File: config.mk
export PLATFORM = sky130hd
export DESIGN_NAME = hor_override_bank
export DESIGN_NICKNAME = d
export VERILOG_FILES = /design/src/hor_pkg.sv /design/src/hor_latch_if.sv /design/src/hor_alert_latch.sv /design/src/hor_override_bank.sv
export SDC_FILE = /design/constraint.sdc
export NUM_CORES = 1
export LEC_CHECK = 0
export BUFFER_PORTS_ARGS = -buffer_cell sky130_fd_sc_hd__buf_2
export CAP_MARGIN = 40
export CORE_MARGIN = 3
export CORE_UTILIZATION = 30
export CTS_CLUSTER_DIAMETER = 40
export DETAILED_ROUTE_END_ITERATION = 8
export GPL_TIMING_DRIVEN = 0
export PLACE_DENSITY = 0.7
export SKIP_LAST_GASP = 1
export SYNTH_ARGS = -nofsm -noshare
export SYNTH_HDL_FRONTEND = slang
export SYNTH_SLANG_ARGS = --single-unit
File: constraint.sdc
create_clock -name clk_sys_in -period 2.4 [get_ports clk_sys_in]
set_clock_uncertainty 0.05 [all_clocks]
set_input_delay 0.12 -clock clk_sys_in [delete_from_list [all_inputs] [get_ports clk_sys_in]]
set_output_delay 0.12 -clock clk_sys_in [all_outputs]
set_load 0.01 [all_outputs]
File: src/hor_pkg.sv
// Package: register map, bit positions and reset values of the override bank
package hor_pkg;
  // ****************************************
  // Register offsets
  // ****************************************
  localparam logic [7:0] HOR_MON_FLAGS_OFS  = 8'h00;
  localparam logic [7:0] HOR_INPUT_RB_OFS   = 8'h02;
  localparam logic [7:0] HOR_PWR_CTRL_OFS   = 8'h12;
  localparam logic [7:0] HOR_CLAMP_CTRL_OFS = 8'h13;
  localparam logic [7:0] HOR_OUT_DRIVE_OFS  = 8'h1B;
  // ****************************************
  // Field positions
  // ****************************************
  localparam int HOR_MONITOR5_BIT  = 0;
  localparam int HOR_MONITOR4_BIT  = 1;
  localparam int HOR_PON_RD_BIT    = 6;
  localparam int HOR_AC_RD_BIT     = 7;
  localparam int HOR_PON_WR_BIT    = 1;
  localparam int HOR_AC_WR_BIT     = 5;
  localparam int HOR_CLAMP_REL_BIT = 2;
  localparam int HOR_LATCH_CLR_BIT = 0;
  localparam int HOR_DRIVE_BIT     = 1;
  // ****************************************
  // Reset values
  // ****************************************
  localparam logic HOR_PON_RST   = 1'b0;
  localparam logic HOR_AC_RST    = 1'b0;
  localparam logic HOR_CLAMP_RST = 1'b0;
  localparam logic HOR_DRIVE_RST = 1'b0;
  localparam logic HOR_LATCH_RST = 1'b0;
  localparam logic [7:0] HOR_RDATA_RST = 8'h00;
endpackage

File: src/hor_latch_if.sv
// Interface: carries alert/fail latch controls and state
`timescale 1ns/1ps
interface hor_latch_if;
  logic set;
  logic clr;
  logic q;
  modport ctl (output set, output clr, input q);
  modport lat (input set, input clr, output q);
endinterface

File: src/hor_alert_latch.sv
// Module: sticky alert/fail latch, set by faults, cleared by host command
`timescale 1ns/1ps
module hor_alert_latch
  import hor_pkg::*;
(
  // Clock and reset
  input  wire logic clk_sys_in,
  input  wire logic rst_n_in,
  // Latch control
  hor_latch_if.lat  lat
);
  logic latch_q;

  // ****************************************
  // Latch: a fault in the clear cycle wins
  // ****************************************
  always_ff @(posedge clk_sys_in) begin
    if (!rst_n_in) begin
      latch_q <= HOR_LATCH_RST;
    end else if (lat.set) begin
      latch_q <= 1'b1;
    end else if (lat.clr) begin
      latch_q <= 1'b0;
    end
  end

  assign lat.q = latch_q;
endmodule

File: src/hor_override_bank.sv
// Module: host override register bank for the housekeeping controller
`timescale 1ns/1ps
module hor_override_bank
  import hor_pkg::*;
(
  // Clock and reset
  input  wire logic       clk_sys_in,
  input  wire logic       rst_n_in,
  // Register port from the serial management core
  input  wire logic [7:0] reg_addr_in,
  input  wire logic [7:0] reg_wdata_in,
  input  wire logic       reg_wr_in,
  input  wire logic       reg_rd_in,
  output logic      [7:0] reg_rdata_out,
  // Sensed pins
  input  wire logic       power_on_req_in,
  input  wire logic       ac_sense_input_one_in,
  input  wire logic       ac_sense_input_two_in,
  input  wire logic       monitor_input_five_in,
  input  wire logic       monitor_input_four_in,
  // Configuration and core events
  input  wire logic       host_mode_in,
  input  wire logic       pon_passthru_in,
  input  wire logic       ac_passthru_in,
  input  wire logic       default_release_in,
  input  wire logic       fault_in,
  // Controlled functions
  output logic            pon_debounce_src_out,
  output logic            power_on_cmd_out,
  output logic            ac_good_signal_function_out,
  output logic            clamp_release_out,
  output logic            alert_fail_out,
  output logic            smb_alert_out
);
  logic       host_pon;
  logic       host_ac;
  logic       host_clamp;
  logic       host_drive;
  logic       ac_sense;
  logic       wr_pwr;
  logic       wr_clamp;
  logic       wr_drive;
  logic [7:0] next_rdata;

  hor_latch_if latch_bus ();

  hor_alert_latch u_latch (
    .clk_sys_in (clk_sys_in),
    .rst_n_in   (rst_n_in),
    .lat        (latch_bus)
  );

  // ****************************************
  // Write decode
  // ****************************************
  assign wr_pwr   = reg_wr_in && (reg_addr_in == HOR_PWR_CTRL_OFS);
  assign wr_clamp = reg_wr_in && (reg_addr_in == HOR_CLAMP_CTRL_OFS);
  assign wr_drive = reg_wr_in && (reg_addr_in == HOR_OUT_DRIVE_OFS);
  assign ac_sense = ac_sense_input_one_in | ac_sense_input_two_in;

  // ****************************************
  // Host power control
  // ****************************************
  always_ff @(posedge clk_sys_in) begin
    if (!rst_n_in) begin
      host_pon <= HOR_PON_RST;
      host_ac  <= HOR_AC_RST;
    end else if (wr_pwr) begin
      host_pon <= reg_wdata_in[HOR_PON_WR_BIT];
      host_ac  <= reg_wdata_in[HOR_AC_WR_BIT];
    end
  end

  // ****************************************
  // Clamp release and output drive
  // ****************************************
  always_ff @(posedge clk_sys_in) begin
    if (!rst_n_in) begin
      host_clamp <= HOR_CLAMP_RST;
    end else if (wr_clamp) begin
      host_clamp <= reg_wdata_in[HOR_CLAMP_REL_BIT];
    end
  end

  always_ff @(posedge clk_sys_in) begin
    if (!rst_n_in) begin
      host_drive <= HOR_DRIVE_RST;
    end else if (wr_drive) begin
      host_drive <= reg_wdata_in[HOR_DRIVE_BIT];
    end
  end

  assign latch_bus.set = fault_in;
  assign latch_bus.clr = wr_clamp && reg_wdata_in[HOR_LATCH_CLR_BIT];

  // ****************************************
  // Function outputs
  // ****************************************
  // Without passthrough the pin is only sensed, never debounced here
  assign pon_debounce_src_out = pon_passthru_in & power_on_req_in;
  assign power_on_cmd_out = host_mode_in ? host_pon
                                         : pon_debounce_src_out;
  assign ac_good_signal_function_out = host_mode_in ? host_ac
                                           : (ac_passthru_in & ac_sense);
  assign clamp_release_out = host_clamp | default_release_in;
  assign alert_fail_out    = latch_bus.q | host_drive;
  assign smb_alert_out     = latch_bus.q;

  // ****************************************
  // Read path: write-only and unmapped read zero
  // ****************************************
  always_comb begin
    next_rdata = 8'h00;
    case (reg_addr_in)
      HOR_MON_FLAGS_OFS: begin
        next_rdata[HOR_MONITOR5_BIT] = monitor_input_five_in;
        next_rdata[HOR_MONITOR4_BIT] = monitor_input_four_in;
      end
      HOR_INPUT_RB_OFS: begin
        next_rdata[HOR_PON_RD_BIT] = power_on_req_in;
        next_rdata[HOR_AC_RD_BIT]  = ac_sense;
      end
      default: begin
        next_rdata = 8'h00;
      end
    endcase
  end

  always_ff @(posedge clk_sys_in) begin
    if (!rst_n_in) begin
      reg_rdata_out <= HOR_RDATA_RST;
    end else if (reg_rd_in) begin
      reg_rdata_out <= next_rdata;
    end
  end
endmodule

======== Word level (Yosys, flattened, before mapping) ========
Cells that the tools add are included.
operators by class
  bitwise operators ....................... 5
  equality and inequality tests ........... 4
  multiplexer cells ....................... 6
  reduce and logical (&&, ||, !) cells .... 6
operators by type and width
  cell                                           number
  == test 8 x 5 -> 1 bit, second input constant  3
  == test 8 x 2 -> 1 bit, second input constant  1
  logical NOT 8 bit                              1
  logical AND 1 bit                              4
  two-way mux 1 bit                              4
  two-way mux 2 bit                              2
  OR 1 bit                                       3
  AND 1 bit                                      2
  nonzero test 2 bit                             1
storage, ports and cells
  input port bits ......................... 30
  output and inout port bits .............. 14
  logic and storage cells ................. 27
  flip-flop bits (word level) ............. 9

======== Longest topological paths before layout ========
Gate-level depths: netlist (run 1).
  word-level depth ........................ 5
  depth in mapped cells ................... 4

======== By module ========
From an unflattened synthesis (run 1), not the netlist that was laid out.
second synthesis, totals
  cell total of the unflattened synthesis .. 56
  area, all modules ....................... 495.5 µm²
modules (own cells, without submodules)
  module             area an instance (µm²)  times used  cells an instance
  hor_override_bank  454.2                   1           53
  hor_alert_latch    41.3                    1           3

======== Worst setup path before layout (run 1) ========
No wires, ideal clock.
  path kind ............................... input -> register
  start ................................... input reg_addr_in[5]
  end ..................................... register host_drive
  slack ................................... 1.098 ns
  stages .................................. 4
  arrival time ............................ 1.121 ns
  required time ........................... 2.219 ns
  setup time .............................. 0.131 ns
  path through ............................ or4_4 > buf_6 > o311ai_1 > o41ai_1
on the way
  longest elaborated chain between the ends .. 2
ends and longest elaborated chain
  element                 line                     text
  start: declaration      hor_override_bank.sv:10  input wire logic [7:0] reg_addr_in,
  == test 8 x 5 -> 1 bit  hor_override_bank.sv:58  assign wr_drive = reg_wr_in && (reg_addr_in == HOR_OUT_DRIVE_OFS);
  logical AND 1 bit       hor_override_bank.sv:58
  end signal: assignment  hor_override_bank.sv:89  host_drive <= reg_wdata_in[HOR_DRIVE_BIT];
  end: declaration        hor_override_bank.sv:38  logic host_drive;
Every way passes these cells.
A chain may end at the register's enable or synchronous reset.

======== Worst setup path after layout (run 1) ========
  start ................................... input reg_addr_in[5]
  end ..................................... register host_pon
on the way
  longest elaborated chain between the ends .. 2
ends and longest elaborated chain
  element                 line                     text
  == test 8 x 5 -> 1 bit  hor_override_bank.sv:56  assign wr_pwr = reg_wr_in && (reg_addr_in == HOR_PWR_CTRL_OFS);
  logical AND 1 bit       hor_override_bank.sv:56
  end signal: assignment  hor_override_bank.sv:69  host_pon <= reg_wdata_in[HOR_PON_WR_BIT];
  end: declaration        hor_override_bank.sv:35  logic host_pon;
Every way passes these cells.

==> results, run 1 <==
- In this run the register-to-register setup slack is 1.71 ns.
- The path length in cells of the critical path is 5.
- The initial antenna violation count came to 0.
- The number of buffers added on ports is 35.
- The first-pass GRT wire length is 1.70 mm.
- The synthesized design devotes to its leading area cell type 35.0% of total area.
- By startpoint and endpoint, the worst setup path is classified as in -> reg.
- Data on the critical path arrives at its endpoint at 1.31 ns.
- The clock drives 9 sinks.
- The cell depth of the worst flop-to-flop path is 2.
- The floorplan step defined a die boundary enclosing 2250 um^2.
- The run finished with clean final reports.
- In the post-synthesis netlist, the biggest area contributors are dfxtp_1, nand2_1, mux2i_1, buf_4, nor4_4.
- The endpoint of the lowest-slack register-to-register path is u_latch.lat.q.
- The number of max-slew violations in the final report was 0.
- In this run the count of I/O pins placed on the die edge is 44.
- Entering global routing, the biggest net connects 11 pins.
- The first TritonRoute pass finished after 2 iterations.
- The tool flagged a number of max-cap violations equal to 0.
- The count of unique library cells instantiated by Yosys is 27.
- Summed over all layers, the routed wires come to 1.19 mm.
- The half-perimeter wire length after placement is 1.03 mm.
- The tree is rooted in a clkbuf_4.
- The final clock period utilization by the worst path is 49.1%.
- The clock tree from TritonCTS is done.
- The dominant register cell in the synthesized netlist is dfxtp_1.
- The detailed-route wire length per cell is 10.3 um.
- The static leakage is 0.372 nW.
- The number of global-route vias before repair is 460.
- The count of synthesis-stage warnings from yosys is 0.
- The synthesized area is 514 um^2.
- The delay contributed by the slowest stage of the critical path is 0.52 ns.
- The worst-skew pair later-pin latency is 0.25 ns.
- At the end of routability-driven placement, the weighted congestion stood at 0.754.
- The total number of vias is 531.
- The clock input transition at the sequential cells of the worst setup and hold paths is 0.06 ns.
- The leftover overflow at the end of global routing is 0.
- The highest clock frequency the design can meet is 0.849 GHz.
- Once detail routing completed, the nets flagged for antenna violations numbered 0.
- The die outline width is 47.4 um.
- The worst setup path is launched from an input pin.
- The slowest stage of the critical path belongs to the cell or4_4.
- The overall power is 0.330 mW.
- At the worst endpoint, the required time is 2.53 ns.
- After synthesis the netlist holds a flip-flop and latch count of 9.
- The post-synthesis to final-layout area growth is 47.2%.
- The critical path goes through buf_2 -> or4_4 -> buf_6 -> nor3_4 -> mux2i_1.
- In the synthesized netlist, the cells that appear most often are dfxtp_1, nand2_1, buf_4.
- Counting along the longest clock path gives a buffer depth of 2.
- The path class of the tightest hold or removal check is in -> reg.
- After detailed routing, the number of vias per cell comes to 4.58.
- The number of buffers created by CTS is 3.
- After floorplanning, the core was sized to cover 1560 um^2.
- In this run the most critical hold path is launched from monitor_input_five_in.
- For this configuration, the core starts out at a cell density of 33.0%.
- Broken down by cell family, the worst path's largest delay share belongs to simple AND/OR/NAND/NOR gates.
- The final setup violation count is 0.
- The number of design rule violations left after detail routing is 0.
- In this run the worst setup path terminates at host_pon.
- The post-synthesis sequential area ratio is 35.0%.
- The beginning of the critical path is reg_addr_in[5].
- Power spread over the standard cell area amounts to 436 nW/um^2.
- The worst register-to-register path begins at u_latch.lat.q.
- The largest total area in the synthesized netlist belongs to dfxtp_1.
- The overall global routing resource usage is 10.8%.
- The setup TNS is 0 ns.
- Synthesis produced a netlist whose cell count is 57.
- The level count of the clock H-tree is 1.
- The number of buffers and inverters on the critical path is 2.
- STA classifies the critical path endpoint as a register.
- The first routing iteration left 4 violations.
- Setup repair after global routing left no endpoint under its margin.
- Of the cells placed in the final design, the portion with a size suffix greater than 1 is 51.0%.
- The fraction of registers with async set or reset after synthesis is 0%.
- The row count is 14.
- Counting I/O delays and the setup requirement, the final critical path takes 1.18 ns.
- The synthesized design contains 0 enable-type register cells.
- The peak supply drop is 0.155 mV.
- Along the worst path, the maximum fanout reaches 6.
- The final antenna diode count is 0.
- The mean area per synthesized cell is 9.02 um^2.
- The floorplan die height is 47.4 um.
- The total number of nets in the final design is 131.
- The final hold violation count is 0.
## cell type report
| type | count | area (um^2) |
|---|---|---|
| Timing Repair Buffer | 36 | 185 |
| Clock buffer | 4 | 26.3 |
| Sequential cell | 9 | 180 |
| Tap cell | 16 | 20.0 |
| Multi-Input combinational cell | 43 | 293 |
| Fill cell | 178 | 802 |
| Inverter | 2 | 7.51 |
| Buffer | 6 | 45.0 |
## what timing repair did
| action | in CTS | in global routing |
|---|---|---|
| setup endpoints to repair | 0 | 0 |
| setup buffers | 0 | 0 |
| hold buffers | 1 | 0 |
| hold endpoints to repair | 1 | 0 |
| gates resized for setup | 0 | 0 |
## worst reg2reg max path, delay by kind of cell (launching register included)
kind / cells / cell delay (ns)
flip-flops: 1 / 0.34
AO/OA/AOI/OAI: 2 / 0.24
## placed cells by master (no fill, tap or decap), types with 2 or more instances in the layout
cell	count
a22o_1	2
buf_2	35
buf_4	4
clkbuf_1	2
clkbuf_4	3
conb_1	4
dfxtp_1	9
inv_1	2
mux2i_1	3
nand2_1	9
nand4_1	2
nor2b_1	2
o21ai_0	3
o21ai_1	2
or2_2	3
## metal layers
layer	track usage [%]	up-vias	part of all wire, %
met5	0	-	0
met4	6.63	0	1.2
met3	2.30	2	7.9
met2	19.3	20	49
met1	11.5	227	42
li1	-	282	-
## stage by stage
stage,hold WS [ns],setup slack [ns],std cells,utilization (%),instance area [um^2]
CTS,0.0269,1.21,116,48.6,757
detailed placement,0.270,0.941,111,46.2,721
finish,0.0297,1.22,116,48.6,757
global placement,0.265,0.966,111,46.2,721
global route,0.0276,1.15,116,48.6,757
floorplan,0.178,1.10,60,-,526
## flip-flops by register name, indices dropped and copies added (netlist names)
register	count
host_clamp	1
host_drive	1
host_pon	1
reg_rdata_out	4
host_ac	1
u_latch.lat.q	1
## cells by family (layout without fill, tap and decap cells)
kind of cell	Yosys count	in the layout	synth area share, %
compound gates	11	11	14.6
mux	4	4	8.03
simple gates	24	24	31.4
other cells	1	4	0.729
buf+inv	8	48	10.2
flops	9	9	35.0
## where the power goes
part	total [mW]	internal [mW]	switching (mW)
combinational	0.0622	0.0322	0.0300
sequential	0.151	0.151	0.000752
clock	0.117	0.0640	0.0527
## worst min-delay path by stage
stage	to	slack, ns	cells after the start
2_1_floorplan	u_latch.lat.q	0.18	1
3_3_place_gp	u_latch.lat.q	0.27	2
3_5_place_dp	u_latch.lat.q	0.27	2
4_1_cts	reg_rdata_out[0]	0.03	2
5_1_grt	reg_rdata_out[0]	0.03	2
6_report	reg_rdata_out[0]	0.03	2
Note: power is estimated with default switching activity, not from simulation.
==> run 2, diff against run 1 <==
--- a/config.mk
+++ b/config.mk
@@ -12,7 +12,7 @@
 export CTS_CLUSTER_DIAMETER = 40
 export DETAILED_ROUTE_END_ITERATION = 8
 export GPL_TIMING_DRIVEN = 0
-export PLACE_DENSITY = 0.7
+export PLACE_DENSITY = 0.72
 export SKIP_LAST_GASP = 1
 export SYNTH_ARGS = -nofsm -noshare
 export SYNTH_HDL_FRONTEND = slang
==> constraint.sdc (replaced) <==
create_clock -name clk_sys_in -period 1 [get_ports clk_sys_in]
set_clock_uncertainty 0.05 [all_clocks]
set_input_delay 0.05 -clock clk_sys_in [delete_from_list [all_inputs] [get_ports clk_sys_in]]
set_output_delay 0.05 -clock clk_sys_in [all_outputs]
set_load 0.01 [all_outputs]
==> results, run 2 (synthesis gave the netlist of run 1 again) <==
- The row count is 14 (unchanged).
- The flip-flop count of the largest register, all copies and words added is 4 (unchanged).
- The remaining antenna violation count is 0 (unchanged).
- Outcome: finished with violations (was finished clean).
- The half-perimeter wire length after placement is 1.04 mm (was 1.03 mm).
- The number of max-slew violations in the final report is 0 (unchanged).
- Commonest cells after routing, fill and taps aside: buf_2, nand2_1, buf_4, dlygate4sd3_1, dfxtp_2 (was buf_2, nand2_1, dfxtp_1, buf_4, conb_1).
- The total number of clock tree sinks is 9 (unchanged).
- The overall power came to 0.827 mW (was 0.330 mW).
- The final setup violation count is 7 (was 0).
- The highest clock frequency the design can meet is 0.949 GHz.
- The clock tree from TritonCTS was done (unchanged).
- The die area was 2250 um^2 (unchanged).
- The total wirelength of the detailed-routed design is 1.40 mm (was 1.19 mm).
- The least setup slack across all paths after layout came to -0.0538 ns (was 1.22 ns).
- The post-layout utilization of the core came to 55.5% (was 48.6%).
- The worst endpoint required time was 1.13 ns (was 2.53 ns).
- The total number of nets in the final design was 137 (was 131).
- The number of standard cells in the layout, taps in and fillers out is 122 (was 116).
- The floorplan die height is 47.4 um (unchanged).
- The number of global-route vias before repair is 525 (was 460).
- The most common cell after layout, fill and taps aside is buf_2 (unchanged).
- The checks that failed: negative setup slack.
- The first-iteration detailed-routing DRC count is 4 (unchanged).
- The number of vias per cell is 4.70 (was 4.58).
- The overall global routing resource usage was 12.2% (was 10.8%).
- The number of buffers added on ports came to 35 (unchanged).
- The total core area is 1560 um^2 (unchanged).
- The kind of start point of the critical path is an input pin (unchanged).
- The maximum fanout along the worst path is 6 (unchanged).
- The die outline width was 47.4 um (unchanged).
- The clock input transition at the sequential cells of the worst setup and hold paths is 0.06 ns (about the same).
- The cell count after placement came to 111 (unchanged).
- The leftover overflow at the end of global routing is 0 (unchanged).
- The root cell of the clock tree is clkbuf_4 (unchanged).
- The peak supply drop is 0.421 mV (was 0.155 mV).
- The post-synthesis to final-layout area growth is 68.1% (was 47.2%).
- The proportion of layout cells with a drive suffix above 1 is 54.7% (was 51.0%).
- The worst-case clock buffer depth is 2 (unchanged).
- The static leakage was 0.415 nW (was 0.372 nW).
- The post-layout minimum cycle time is 1.05 ns.
- The number of buffers created by CTS is 3 (unchanged).
- The largest net degree at the start of global routing is 11 (unchanged).
- The total power density per cell area is 957 nW/um^2 (was 436 nW/um^2).
- The number of maximum-capacitance constraint violations is 0 (unchanged).
- The number of design rule violations left after detail routing is 0 (unchanged).
- The critical path arrival is 1.18 ns (was 1.31 ns).
- The number of primary I/O pins is 44 (unchanged).
- The starting density of the core is 33.0% (unchanged).
- The total number of vias is 574 (was 531).
- The slack of the worst reg-to-reg path is 0.17 ns (was 1.71 ns).
- The detailed-route wire length per cell is 11.5 um (was 10.3 um).
- The initial antenna violation count is 0 (unchanged).
- The kind of capture point of the worst setup path is a register (unchanged).
- The largest register by flop count is reg_rdata_out (unchanged).
- The level count of the clock H-tree is 1 (unchanged).
- The routability-driven placement congestion ratio is 0.744 (was 0.754).
- The class of the worst hold path is in -> reg (unchanged).
- The final antenna diode count was 0 (unchanged).
- The final hold violation count came to 0 (unchanged).
- The first-pass iteration count of the detailed router is 2 (unchanged).
- The first-pass GRT wire length is 1.95 mm (was 1.70 mm).
- Setup repair after global routing missed its margin: yes (was no).
- The worst path uses 105% of the clock period.
- The type of the setup path with the least slack is in -> reg (unchanged).
- The worst-skew pair later-pin latency is 0.25 ns (about the same).
-- run 2: changes by cell type in the layout (fill, tap and decap cells not counted), moves of 2 or more --
cell / delta
buf_2: -4
buf_4: +2
buf_6: +3
dfxtp_1: -5
dfxtp_2: +5
dlygate4sd3_1: +5
or2_2: -2
or2_4: +2
-- run 2: path summary, 6_finish.rpt --
check                                       from                to  cells past startpoint
worst max-delay path              reg_addr_in[2]        host_clamp                      4
worst min-delay path             power_on_req_in  reg_rdata_out[6]                      3
worst max register to register     u_latch.lat.q     u_latch.lat.q                      3
worst min register to register  reg_rdata_out[7]  reg_rdata_out[7]                      2
-- run 2: through the flow --
stage	worst slack [ns]	TNS, ns	hold slack [ns]	instance area, um^2
after CTS	-0.0562	-0.224	0.0192	863
after global routing	-0.0948	-0.534	0.0276	865
after global placement	-0.363	-2.79	0.195	721
after floorplan	-0.232	-1.59	0.108	526
after detailed placement	-0.372	-2.93	0.200	721
final	-0.0538	-0.226	0.0169	865
-- run 2: what timing repair did --
item | 4_1_cts | 5_1_grt
endpoints found under the setup margin | 12 | 11
hold buffers | 6 | 0
setup buffers | 2 | 0
pin swaps | 6 | 1
resized for setup | 13 | 1
hold endpoints to repair | 5 | 0
gates cloned | 0 | 0
-- run 2: area by class of cell --
| class | count | area, um^2 |
|---|---|---|
| plain buffers | 5 | 33.8 |
| clock buffers | 4 | 26.3 |
| fillers | 148 | 694 |
| inverters | 2 | 7.51 |
| multi-input cells | 43 | 315 |
| flip-flops and latches | 9 | 186 |
| well taps | 16 | 20.0 |
| repair buffers | 43 | 275 |
-- run 2: metal layers --
| metal | vias up | global-route usage (%) | wire length (um) |
|---|---|---|---|
| met5 | - | 0 | 0 |
| met4 | 0 | 3.87 | 0 |
| met3 | 0 | 3.45 | 129 |
| met2 | 23 | 22.7 | 749 |
| met1 | 258 | 12.9 | 518 |
| li1 | 293 | - | - |
-- run 2: critical path, stage by stage --
cell and delay (ns):
buf_6 0.09, or4_4 0.61, nor3_4 0.23, mux2i_1 0.20
-- run 2: power by group --
group / internal, mW / switching [mW]
Sequential: 0.362 / 0.00160
Combinational: 0.105 / 0.0836
Clock: 0.153 / 0.121
Total: 0.621 / 0.206
